<file path="config.mk">
export PLATFORM = sky130hd
export DESIGN_NAME = timer_wave
export DESIGN_NICKNAME = d
export VERILOG_FILES = /design/src/logic/timer_wave_pkg.sv /design/src/logic/timer_wave.sv
export VERILOG_INCLUDE_DIRS = /design/src /design/src/logic
export SDC_FILE = /design/constraint.sdc
export NUM_CORES = 1
export LEC_CHECK = 0
export BUFFER_PORTS_ARGS = -buffer_cell sky130_fd_sc_hd__buf_2
export CAP_MARGIN = 10
export CELL_PAD_IN_SITES_DETAIL_PLACEMENT = 2
export CELL_PAD_IN_SITES_GLOBAL_PLACEMENT = 2
export CORE_MARGIN = 2
export CORE_UTILIZATION = 31
export CTS_CLUSTER_DIAMETER = 150
export DETAILED_ROUTE_END_ITERATION = 10
export PLACE_DENSITY = 0.86
export RECOVER_POWER = 50
export SYNTH_ARGS = -nofsm -noshare
export SYNTH_HDL_FRONTEND = slang
export SYNTH_SLANG_ARGS = --single-unit
</file>
<file path="constraint.sdc">
create_clock -name pclk -period 2.5 [get_ports pclk]
set_input_delay 0.125 -clock pclk [delete_from_list [all_inputs] [get_ports pclk]]
set_output_delay 0.125 -clock pclk [all_outputs]
set_load 0.02 [all_outputs]
</file>
<file path="src/logic/timer_wave_map.svh">
`ifndef TIMER_WAVE_MAP_SVH
`define TIMER_WAVE_MAP_SVH
`define TW_CTRL_OFS     8'h00
`define TW_COUNT_OFS    8'h04
`define TW_CMP_OFS      8'h08
`define TW_STAT_OFS     8'h0C
`define TW_PORT_OFS     8'h10
`define TW_MODE_LSB     0
`define TW_ACT_LSB      2
`define TW_FORCE_BIT    7
`define TW_OVF_BIT      0
`define TW_CMPF_BIT     1
`define TW_OC_BIT       2
`define TW_PDATA_BIT    0
`define TW_PDIR_BIT     1
`define TW_CTRL_RST     4'h0
`define TW_COUNT_RST    8'h00
`define TW_CMP_RST      8'h00
`define TW_MAX          8'hFF
`define TW_BOTTOM       8'h00
`endif

</file>
<file path="src/logic/timer_wave_pkg.sv">
`default_nettype none
package timer_wave_pkg;
    typedef enum logic [1:0] {
        MODE_NORMAL = 2'h0,
        MODE_PHASE  = 2'h1,
        MODE_CLEAR  = 2'h2,
        MODE_FAST   = 2'h3
    } wave_mode_t;
    typedef enum logic [1:0] {
        ACT_OFF    = 2'h0,
        ACT_TOGGLE = 2'h1,
        ACT_CLEAR  = 2'h2,
        ACT_SET    = 2'h3
    } out_action_t;
    typedef struct packed {
        out_action_t output_action_field;
        wave_mode_t  waveform_mode_field;
    } ctrl_t;
    typedef struct packed {
        logic compare_flag;
        logic overflow_flag;
    } flags_t;
endpackage : timer_wave_pkg
`default_nettype wire
</file>
<file path="src/logic/timer_wave.sv">
`timescale 1ns/1ps
`default_nettype none
`include "timer_wave_map.svh"
module timer_wave (
    input  wire logic        pclk,
    input  wire logic        presetn,
    input  wire logic        psel,
    input  wire logic        penable,
    input  wire logic        pwrite,
    input  wire logic [7:0]  paddr,
    input  wire logic [31:0] pwdata,
    input  wire logic        timer_tick,
    output var  logic [31:0] prdata,
    output var  logic        pready,
    output var  logic        pslverr,
    output var  logic        pin_out,
    output var  logic        pin_oe_n
);
    import timer_wave_pkg::*;

    // ****************************************
    // helpers
    // ****************************************
    function automatic logic is_pwm(input wave_mode_t m);
        is_pwm = (m == MODE_PHASE) || (m == MODE_FAST);
    endfunction : is_pwm

    function automatic logic apply_act(input out_action_t a, input logic oc);
        case (a)
            ACT_TOGGLE: apply_act = ~oc;
            ACT_CLEAR:  apply_act = 1'b0;
            ACT_SET:    apply_act = 1'b1;
            default:    apply_act = oc;
        endcase
    endfunction : apply_act

    function automatic logic addr_ok(input logic [7:0] a);
        addr_ok = (a == `TW_CTRL_OFS) || (a == `TW_COUNT_OFS) ||
                  (a == `TW_CMP_OFS) || (a == `TW_STAT_OFS) ||
                  (a == `TW_PORT_OFS);
    endfunction : addr_ok

    // ****************************************
    // state
    // ****************************************
    ctrl_t       ctrl_r;
    flags_t      flags_r;
    logic [7:0]  counter_value_r;
    logic [7:0]  compare_value_r;
    logic [7:0]  compare_buf_r;
    logic        block_r;
    logic        compare_output_r;
    logic        port_data_r;
    logic        output_pin_direction_bit_r;
    logic        pready_r;

    wave_mode_t  mode;
    out_action_t act;
    logic        acc;
    logic        wr;
    logic        wr_ctrl;
    logic        wr_cnt;
    logic        wr_cmp;
    logic        wr_stat;
    logic        wr_port;
    logic        hit;
    logic        at_max;
    logic        force_ev;
    ctrl_t       wctrl;

    assign mode     = ctrl_r.waveform_mode_field;
    assign act      = ctrl_r.output_action_field;
    assign acc      = psel & penable & pready_r;
    assign wr       = acc & pwrite;
    assign wr_ctrl  = wr & (paddr == `TW_CTRL_OFS);
    assign wr_cnt   = wr & (paddr == `TW_COUNT_OFS);
    assign wr_cmp   = wr & (paddr == `TW_CMP_OFS);
    assign wr_stat  = wr & (paddr == `TW_STAT_OFS);
    assign wr_port  = wr & (paddr == `TW_PORT_OFS);
    assign wctrl    = ctrl_t'(pwdata[3:0]);
    assign at_max   = (counter_value_r == `TW_MAX);
    assign hit      = (counter_value_r == compare_value_r) & ~block_r;
    assign force_ev = wr_ctrl & pwdata[`TW_FORCE_BIT] &
                      ~is_pwm(wctrl.waveform_mode_field);

    // ****************************************
    // apb slave
    // ****************************************
    always_ff @(posedge pclk or negedge presetn) begin
        if (!presetn) begin
            pready_r <= 1'b0;
        end else begin
            pready_r <= psel & penable & ~pready_r;
        end
    end

    always_ff @(posedge pclk or negedge presetn) begin
        if (!presetn) begin
            prdata  <= 32'h0000_0000;
            pslverr <= 1'b0;
        end else if (psel & penable & ~pready_r) begin
            pslverr <= ~addr_ok(paddr);
            prdata  <= 32'h0000_0000;
            if (!pwrite) begin
                case (paddr)
                    `TW_CTRL_OFS:  prdata[3:0] <= ctrl_r;
                    `TW_COUNT_OFS: prdata[7:0] <= counter_value_r;
                    `TW_CMP_OFS:   prdata[7:0] <= compare_buf_r;
                    `TW_STAT_OFS: begin
                        prdata[`TW_OVF_BIT]  <= flags_r.overflow_flag;
                        prdata[`TW_CMPF_BIT] <= flags_r.compare_flag;
                        prdata[`TW_OC_BIT]   <= compare_output_r;
                    end
                    `TW_PORT_OFS: begin
                        prdata[`TW_PDATA_BIT] <= port_data_r;
                        prdata[`TW_PDIR_BIT]  <= output_pin_direction_bit_r;
                    end
                    default: prdata <= 32'h0000_0000;
                endcase
            end
        end else begin
            pslverr <= 1'b0;
        end
    end

    always_ff @(posedge pclk or negedge presetn) begin
        if (!presetn) begin
            pready <= 1'b0;
        end else begin
            pready <= psel & penable & ~pready_r;
        end
    end

    // ****************************************
    // control and port registers
    // ****************************************
    always_ff @(posedge pclk or negedge presetn) begin
        if (!presetn) begin
            ctrl_r <= ctrl_t'(`TW_CTRL_RST);
        end else if (wr_ctrl) begin
            ctrl_r <= wctrl;
        end
    end

    always_ff @(posedge pclk or negedge presetn) begin
        if (!presetn) begin
            port_data_r                <= 1'b0;
            output_pin_direction_bit_r <= 1'b0;
        end else if (wr_port) begin
            port_data_r                <= pwdata[`TW_PDATA_BIT];
            output_pin_direction_bit_r <= pwdata[`TW_PDIR_BIT];
        end
    end

    // ****************************************
    // counter
    // ****************************************
    always_ff @(posedge pclk or negedge presetn) begin
        if (!presetn) begin
            block_r <= 1'b0;
        end else if (wr_cnt) begin
            block_r <= 1'b1;
        end else if (timer_tick) begin
            block_r <= 1'b0;
        end
    end

    always_ff @(posedge pclk or negedge presetn) begin
        if (!presetn) begin
            counter_value_r <= `TW_COUNT_RST;
        end else if (wr_cnt) begin
            counter_value_r <= pwdata[7:0];
        end else if (timer_tick) begin
            if ((mode == MODE_CLEAR) && hit) begin
                counter_value_r <= `TW_BOTTOM;
            end else begin
                counter_value_r <= counter_value_r + 8'h01;
            end
        end
    end

    // ****************************************
    // compare value and buffer
    // ****************************************
    always_ff @(posedge pclk or negedge presetn) begin
        if (!presetn) begin
            compare_buf_r <= `TW_CMP_RST;
        end else if (wr_cmp) begin
            compare_buf_r <= pwdata[7:0];
        end
    end

    always_ff @(posedge pclk or negedge presetn) begin
        if (!presetn) begin
            compare_value_r <= `TW_CMP_RST;
        end else if (wr_cmp && !is_pwm(mode)) begin
            compare_value_r <= pwdata[7:0];
        end else if (timer_tick && is_pwm(mode) && at_max) begin
            compare_value_r <= compare_buf_r;
        end
    end

    // ****************************************
    // flags, set wins over clear
    // ****************************************
    logic set_ovf;
    logic set_cmp;
    assign set_ovf = timer_tick & ~wr_cnt & at_max &
                     ~((mode == MODE_CLEAR) & hit);
    assign set_cmp = timer_tick & hit;

    always_ff @(posedge pclk or negedge presetn) begin
        if (!presetn) begin
            flags_r <= '0;
        end else begin
            flags_r.overflow_flag <= (flags_r.overflow_flag &
                ~(wr_stat & pwdata[`TW_OVF_BIT])) | set_ovf;
            flags_r.compare_flag  <= (flags_r.compare_flag &
                ~(wr_stat & pwdata[`TW_CMPF_BIT])) | set_cmp;
        end
    end

    // ****************************************
    // waveform generator
    // ****************************************
    always_ff @(posedge pclk or negedge presetn) begin
        if (!presetn) begin
            compare_output_r <= 1'b0;
        end else if (force_ev) begin
            compare_output_r <= apply_act(wctrl.output_action_field,
                                          compare_output_r);
        end else if (timer_tick && (act != ACT_OFF)) begin
            case (mode)
                MODE_NORMAL, MODE_CLEAR: begin
                    if (hit) begin
                        compare_output_r <= apply_act(act, compare_output_r);
                    end
                end
                MODE_FAST: begin
                    if (hit) begin
                        compare_output_r <= apply_act(act, compare_output_r);
                    end else if (at_max && (act == ACT_CLEAR)) begin
                        compare_output_r <= 1'b1;
                    end else if (at_max && (act == ACT_SET)) begin
                        compare_output_r <= 1'b0;
                    end
                end
                default: compare_output_r <= compare_output_r;
            endcase
        end
    end

    // ****************************************
    // pin override
    // ****************************************
    always_ff @(posedge pclk or negedge presetn) begin
        if (!presetn) begin
            pin_out  <= 1'b0;
            pin_oe_n <= 1'b1;
        end else begin
            pin_out  <= (act != ACT_OFF) ? compare_output_r : port_data_r;
            pin_oe_n <= ~output_pin_direction_bit_r;
        end
    end
endmodule : timer_wave
`default_nettype wire

</file>
Word-level counts from Yosys, hierarchy flattened
Index checks and enable logic that the tools add are counted.
{"block": "op_classes", "n_reduce_logical": 23, "mux": 23, "add_sub_neg": 1, "n_eq_ne": 20, "n_bitwise": 33}
{"cell": "$mux 8", "n": 6}
{"cell": "$and 1x1->1", "n": 21}
{"cell": "$eq 8x4->1 const B", "n": 2}
{"cell": "$eq 2x2->1 const B", "n": 7}
{"cell": "$mux 1", "n": 10}
{"cell": "$not 1->1", "n": 10}
{"cell": "$pmux 2 s5", "n": 1}
{"cell": "$pmux 1 s3", "n": 3}
{"cell": "$add 8x1->8 const B", "n": 1}
{"cell": "$eq 2x1->1 const B", "n": 4}
{"cell": "$eq 8x3->1 const B", "n": 1}
{"cell": "$eq 8x5->1 const B", "n": 1}
{"cell": "$eq 8x8->1", "n": 1}
{"cell": "$eq 8x8->1 const B", "n": 1}
{"cell": "$logic_not 8->1", "n": 1}
{"cell": "$pmux 4 s2", "n": 1}
{"cell": "$reduce_bool 2->1", "n": 4}
{"cell": "$logic_and 1x1->1", "n": 7}
{"cell": "$logic_or 1x1->1", "n": 6}
{"cell": "$ne 5x3->1 const B", "n": 1}
{"cell": "$reduce_and 5->1", "n": 1}
{"cell": "$ne 4x1->1 const B", "n": 1}
{"cell": "$pmux 1 s4", "n": 1}
{"cell": "$ne 3x3->1 const B", "n": 1}
{"cell": "6 further kinds", "n": 7}
{"block": "totals", "out_inout_bits": 36, "word_cells": 116, "ff_bits": 70, "inputBits": 46}

Depth between registers and ports, before layout
Gate-level depths: netlist (run 1).
{"block": "logic_depth", "ltp_word": 9, "ltp_mapped": 8, "mapped_depth_nobuf": 6}

Least setup slack after synthesis (run 1)
OpenSTA, ideal clock, no wires.
{"block": "synth_timing", "kind": "flip-flop to flip-flop", "from": "register counter_value_r[3]", "to": "register counter_value_r[2]", "setup_ns": 0.124, "path_buffers": 1, "stages_incl_launch_ff": 7, "path_slack_ns": 0.483, "required_time_ns": 2.376, "synth_period_minus_slack_ns": 2.017, "arrival_time_ns": 1.893, "path_cell_list": "dfrtp_1 -> buf_6 -> xor2_1 -> or4_4 -> nor4_4 -> a211oi_1 -> a211o_1"}
{"block": "synth_between", "elab_chain_len": 6}
{"element": "start: declaration", "line": "timer_wave.sv:48", "source": "logic [7:0] counter_value_r;"}
{"element": "start signal: assignment", "line": "timer_wave.sv:170", "source": "counter_value_r <= `TW_COUNT_RST;"}
{"element": "start signal: assignment", "line": "timer_wave.sv:172", "source": "counter_value_r <= pwdata[7:0];"}
{"element": "start signal: assignment", "line": "timer_wave.sv:175", "source": "counter_value_r <= `TW_BOTTOM;"}
{"element": "$eq 8x8->1", "line": "timer_wave.sv:82", "source": "assign hit = (counter_value_r == compare_value_r) & ~block_r;"}
{"element": "$and 1x1->1", "line": "timer_wave.sv:82"}
{"element": "$logic_and 1x1->1", "line": "timer_wave.sv:174", "source": "if ((mode == MODE_CLEAR) && hit) begin"}
{"element": "$mux 8", "line": "timer_wave.sv:174"}
{"element": "$mux 8", "line": "timer_wave.sv:173", "source": "end else if (timer_tick) begin"}
{"element": "$mux 8", "line": "timer_wave.sv:171", "source": "end else if (wr_cnt) begin"}
No other way between the ends. The select of a mux whose other input is x is not followed.
A chain may end at the register's enable or synchronous reset.

Final worst setup path (run 1)
{"block": "layout_timing", "from": "register counter_value_r[1]", "to": "register compare_output_r"}
{"block": "layout_between", "elab_chain_len": 7, "word_cells_on_any_way": 13, "classes_between": "eq/ne: 4; mux: 5; bitwise: 1; reduce/logical: 3"}
{"element": "$eq 8x8->1 (no line)"}
{"element": "$logic_and 1x1->1", "line": "timer_wave.sv:242", "source": "end else if (at_max && (act == ACT_CLEAR)) begin"}
{"element": "$mux 1", "line": "timer_wave.sv:242"}
{"element": "$mux 1", "line": "timer_wave.sv:240", "source": "if (hit) begin"}
{"element": "$pmux 1 s2", "line": "timer_wave.sv:233", "source": "case (mode)"}
{"element": "$mux 1", "line": "timer_wave.sv:232", "source": "end else if (timer_tick && (act != ACT_OFF)) begin"}
{"element": "$mux 1", "line": "timer_wave.sv:229", "source": "end else if (force_ev) begin"}
{"element": "end signal: assignment", "line": "timer_wave.sv:230", "source": "compare_output_r <= apply_act(wctrl.output_action_field,"}
{"element": "end signal: assignment", "line": "timer_wave.sv:236", "source": "compare_output_r <= apply_act(act, compare_output_r);"}
{"element": "end signal: assignment", "line": "timer_wave.sv:241", "source": "compare_output_r <= apply_act(act, compare_output_r);"}
{"element": "end: declaration", "line": "timer_wave.sv:52", "source": "logic compare_output_r;"}
Several ways; a longest one is shown, not always the timed one. The select of a mux whose other input is x is not followed.

==> results of run 1 <==
[area by class of cell]
type	instances	area (sq um)	area share, %
Clock buffer	7	76.32	2.548
Sequential cell	46	1152	38.47
Tap cell	108	135.1	4.511
Timing Repair Buffer	42	214.0	7.143
Clock inverter	1	7.507	0.2506
Inverter	5	18.77	0.6266
Multi-Input combinational cell	205	1391	46.45
[cell families after synthesis]
group                      after synthesis  share of synthesized area [%]
adders and majority gates                1                         0.4605
other                                    1                         0.1381
muxes                                   25                          11.24
DFF                                     46                          42.42
buffers and inverters                   42                          9.534
xor gates and xnor gates                 9                          2.902
AOI/OAI and AO/OA                       55                          13.77
and+or+nand+nor                         91                          19.53
[metrics by stage]
| stage | utilization, % | setup WS (ps) | power, mW |
|---|---|---|---|
| after global placement | 34.01 | 392.2 | 1.345 |
| after floorplan | - | 482.7 | 1.244 |
| after global routing | 34.86 | 81.65 | 1.952 |
| after CTS | 35.10 | 196.8 | 1.852 |
| final | 34.86 | 223.1 | 1.837 |
| after detailed placement | 34.01 | 285.5 | 1.382 |
[worst paths after layout]
kind,from,endpoint,slack [ps],cells after the start
min,pwdata[5],counter_value_r[5],80,2
max,counter_value_r[1],compare_output_r,220,6
max reg2reg,counter_value_r[1],compare_output_r,220,6
min in group asynchronous,presetn,compare_buf_r[2],560,2
min reg2reg,output_pin_direction_bit_r,pin_oe_n,440,1
max in group asynchronous,presetn,counter_value_r[5],840,3
[metal layers]
| layer | GRT usage, % | up-vias |
|---|---|---|
| met5 | 0 | - |
| met4 | 4.060 | 0 |
| met3 | 2.374 | 13 |
| met2 | 31.78 | 53 |
| met1 | 21.59 | 1114 |
| li1 | - | 1002 |
[power by group through the flow]
stage	combinational [mW]	sequential, mW	clock [mW]
2_1_floorplan	0.375	0.869	0
3_3_place_gp	0.447	0.898	0
3_5_place_dp	0.477	0.904	0
4_1_cts	0.485	0.893	0.474
5_1_grt	0.540	0.903	0.510
6_report	0.479	0.892	0.466
[registers in the layout (all words and copies together) (netlist names)]
register and flops:
flags_r 2, mode 2, counter_value_r 8, pready 1
block_r 1, pslverr 1, compare_output_r 1, act 2
prdata 8, compare_buf_r 8, compare_value_r 8, port_data_r 1
pin_out 1, pin_oe_n 1, output_pin_direction_bit_r 1
[what timing repair did]
item,in CTS,in global routing
hold buffers,1,0
hold endpoints to repair,17,0
endpoints found under the setup margin,0,0
[Yosys cell counts (4+ instances only)]
master | number | share of area (%)
a211oi_1 | 6 | 1.7
mux2_2 | 14 | 5.8
a22oi_1 | 4 | 1.1
dfrtp_1 | 45 | 41
inv_1 | 5 | 0.69
or4_1 | 4 | 1.1
or3_1 | 4 | 0.92
mux2i_1 | 8 | 2.9
nand4_1 | 4 | 0.92
clkbuf_1 | 9 | 1.2
a211o_1 | 7 | 2.3
nand3_1 | 6 | 1.1
a21oi_1 | 12 | 2.2
nand2_1 | 29 | 4.0
buf_4 | 24 | 6.6
nor2_1 | 12 | 1.7
nor3b_1 | 7 | 1.9
o21ai_0 | 11 | 2.0
xnor2_1 | 6 | 1.9
nor2b_1 | 5 | 1.2
[worst max-delay path, cell delays in order, from the launching register on]
cell,delay [ps]
dfrtp_1,500
ha_1,260
nand3_1,180
or4_1,590
o31a_1,160
a2111oi_1,370
a211o_1,160
==> results.json, run 1 <==
{
  "status": "finished clean",
  "max_cap_violations": 0,
  "min_path_type": "in2reg",
  "tns_ps": 0,
  "finalClockSkew_ps": 7.459,
  "num_rows": 34,
  "max-slew-margin-rel_pct": 24.02,
  "drc": 0,
  "cts_buffers": 5,
  "stdcell_area_sq_um": 2995,
  "period_needed_ps": 2277,
  "die_w_um": 97.61,
  "top_layer_used": "met4",
  "drt_first_iter_violations": 106,
  "clock_latency_ps": 300,
  "grt_pass1_wl_um": 13100,
  "peakVddDrop_uv": 270.5,
  "start_util_pct": 31.61,
  "core_area_sq_um": 8593,
  "drt-total-wl_um": 8028,
  "worst_pin_slew_ps": 1140,
  "power.density_nw_per_um2": 613.3,
  "antenna_left": 0,
  "synthArstFlopShare_pct": 100.0,
  "yosysWarnings": 0,
  "cts.sinks": 46,
  "cp-start-kind": "flip-flop",
  "cp-end-kind": "flip-flop",
  "grt-ovfl-total": 0,
  "clk_pin_slew_ps": 90,
  "switching_share_pct": 34.84,
  "wl_met3_um": 284,
  "crit_type": "reg2reg",
  "die_height_um": 97.61,
  "track_usage_pct": 17.37,
  "postCtsSetupRepairBufs": 0,
  "htree_levels": 2,
  "drt-met1-wl_um": 3383,
  "p_leak_nw": 1.320,
  "cp_max_fo": 5,
  "firstDrtPassIters": 4,
  "clkPwrFrac_pct": 25.3,
  "internal_power_mw": 1.197,
  "period_share_pct": 91.08,
  "cts_buffer_depth": 2,
  "synth-edff-count": 0,
  "port_buffers": 33,
  "cts_root_buffer": "clkbuf_8",
  "area_delta_synth_final_pct": 10.27,
  "fillers": 983,
  "pwr-share-comb_pct": 26.1,
  "nets": 352,
  "dp.cells": 405,
  "worstPathRequired_ps": 2740,
  "ios": 82,
  "die_area_sq_um": 9527,
  "place.gp.congestion": 0.7648,
  "worstPathArrival_ps": 2520,
  "finalHoldViolations": 0,
  "ctsResizeCount": 0,
  "power.switching_uw": 640.0,
  "whs_ps": 75.82,
  "yosysUniqueCellTypes": 52,
  "synth.avg_cell_area_sq_um": 10.06,
  "post_drt_wl_per_cell_um": 19.39,
  "route.met2.wl_um": 4238,
  "dp_hpwl_um": 6006,
  "num_vias": 2182,
  "diodes": 0,
  "antenna_found_initial": 0,
  "vias_per_cell": 5.271,
  "pwr-share-seq_pct": 48.6,
  "drv_slew": 0,
  "grt_pass1_vias": 2441,
  "syn_inst": 270,
  "placed_area_sq_um": 2923,
  "layout-drive-gt1-share_pct": 19.28,
  "cts_tree": "built",
  "final-setup-viol-count": 0,
  "synth-seq-cells": 46,
  "rsz0062_at_grt": "no",
  "final_common_cell": "dfrtp_1",
  "timing.fmax_mhz": 439.2,
  "grt_max_degree": 26,
  "instances_no_fill": 414,
  "seq_area_frac_synth_pct": 42.42,
  "synthFlopType": "dfrtp_1",
  "final_cell_mix": "45 x dfrtp_1, 29 x nand2_1, 24 x conb_1, 21 x buf_2, 15 x clkbuf_1",
  "synthesis.area_sq_um": 2716
}
(Power assumes the default switching activity.)
==> run 2: changes to the inputs <==
- CORE_ASPECT_RATIO: not set -> 0.7
==> run 2 against run 1 <==
Compared with the run above:
- maximum frequency decreased by 0.52%
- first-iteration DRC count is 28% lower
- register-to-register slack about the same
- clock skew fell by 2.4 ps
- clock power up 38%
- combinational power up 2%
- sequential share of layout area decreased by 0.79 points
- cell count grew 2.7%
- cell area increased by 2.1%
- critical path depth decreased by 1
- worst hold slack better by 15 ps
- setup slack worse by 12 ps
==> results.json, run 2 (synthesized netlist as in run 1, its figures left out) <==
{
  "status": "finished clean",
  "post_drt_wl_per_cell_um": 18.91,
  "power.density_nw_per_um2": 660.7,
  "cts_buffer_depth": 2,
  "max_cap_violations": 0,
  "fin_util_pct": 36.07,
  "startpoint": "counter_value_r[1]",
  "tns_ps": 0,
  "grt_pass1_wl_um": 12860,
  "worstPathRequired_ps": 2670,
  "diodes": 0,
  "track_usage_pct": 18.12,
  "drc": 0,
  "worstPathArrival_ps": 2460,
  "period_share_pct": 91.55,
  "fillers": 970,
  "whs_ps": 90.64,
  "clock_latency_ps": 290,
  "r2r-end": "compare_output_r",
  "grt_max_degree": 26,
  "cts_root_buffer": "clkbuf_16",
  "power_mw": 2.020,
  "final_cell_mix": "45 x dfrtp_1, 29 x nand2_1, 24 x conb_1, 21 x buf_2, 16 x clkbuf_1",
  "peakVddDrop_uv": 322.2,
  "start_util_pct": 32.04,
  "final-setup-viol-count": 0,
  "preCtsSetupSlack_ps": 246.6,
  "drv_slew": 0,
  "worstReg2RegStart": "counter_value_r[1]",
  "firstDrtPassIters": 4,
  "htree_levels": 2,
  "cp-start-kind": "flip-flop",
  "area_delta_synth_final_pct": 12.57,
  "drt-met1-wl_um": 3896,
  "die_height_um": 82.32,
  "drt_first_iter_violations": 76,
  "ios": 82,
  "num_vias": 2142,
  "port_buffers": 33,
  "vias_per_cell": 5.040,
  "min_path_type": "in2reg",
  "cp-end-kind": "flip-flop",
  "core_area_sq_um": 8478,
  "drt-total-wl_um": 8037,
  "finalClockSkew_ps": 5.096,
  "regArea_sq_um": 1152,
  "worst_pin_slew_ps": 1221,
  "timing.fmax_mhz": 436.9,
  "finalHoldViolations": 0,
  "rsz0062_at_grt": "no",
  "crit_type": "reg2reg",
  "final_common_cell": "dfrtp_1",
  "critPathCapture": "compare_output_r",
  "grt_pass1_vias": 2293,
  "ctsResizeCount": 0,
  "antenna_found_initial": 0,
  "dp_hpwl_um": 6124,
  "die_w_um": 115.9,
  "place.gp.congestion": 0.8396,
  "num_rows": 28,
  "reg2reg_slack_ps": 210,
  "period_needed_ps": 2289,
  "cts_tree": "built",
  "rr_worst_depth": 5,
  "wl_met3_um": 310,
  "nets": 352,
  "multiInputGateArea_sq_um": 1391,
  "antenna_left": 0,
  "clk_pin_slew_ps": 60,
  "cts_buffers": 5,
  "route.met2.wl_um": 3767,
  "top_layer_used": "met4",
  "layout-drive-gt1-share_pct": 18.69,
  "cp_max_fo": 5,
  "max-slew-margin-rel_pct": 18.57,
  "p_leak_nw": 1.343,
  "final.setup.worst_slack_ps": 211.3,
  "die_area_sq_um": 9539,
  "cts.sinks": 46,
  "grt-ovfl-total": 0
}
run 2: area by class of cell:
class                   instances  share of cell area, %
clock buffers                   7                  4.337
inverters                       5                 0.6137
multi-input cells             205                  45.50
flip-flops and latches         46                  37.68
well taps                     120                  4.910
repair buffers                 42                  6.956
run 2: report_power, final:
part | total (mW) | internal [mW] | switching [mW]
clock | 0.641 | 0.366 | 0.275
combinational | 0.489 | 0.202 | 0.288
sequential | 0.890 | 0.801 | 0.0892
run 2: routing by layer:
metal / track usage (%) / vias to the layer above
met5: 0 / -
met1: 25.05 / 1098
met2: 30.06 / 37
li1: - / 999
met4: 3.214 / 0
met3: 3.577 / 8
run 2: worst max-delay path, stage by stage, from the launching register on:
cell       delay [ps]
dfrtp_1           460
xor2_1            180
or4_4             570
a2111oi_0         530
nor4b_1           130
a211o_1           300
run 2: worst min path at each step:
stage / start / endpoint / slack (ps) / cells past startpoint
global placement: presetn / act[1] / 120 / 1
global route: pwdata[6] / counter_value_r[6] / 100 / 2
CTS: pwdata[6] / counter_value_r[6] / 90 / 2
detailed placement: presetn / mode[1] / 130 / 1
finish: pwdata[6] / counter_value_r[6] / 90 / 2
floorplan: presetn / act[0] / -170 / 0
run 2: timing repair:
| item | 4_1_cts | 5_1_grt |
|---|---|---|
| endpoints found under the hold margin | 18 | 0 |
| setup buffers | 0 | 0 |
| hold buffers | 1 | 0 |
run 2: metrics by stage:
stage	area, sq um	cells
detailed placement	2938	417
global route	3058	425
floorplan	2803	293
finish	3058	425
CTS	3080	425
global placement	2938	417
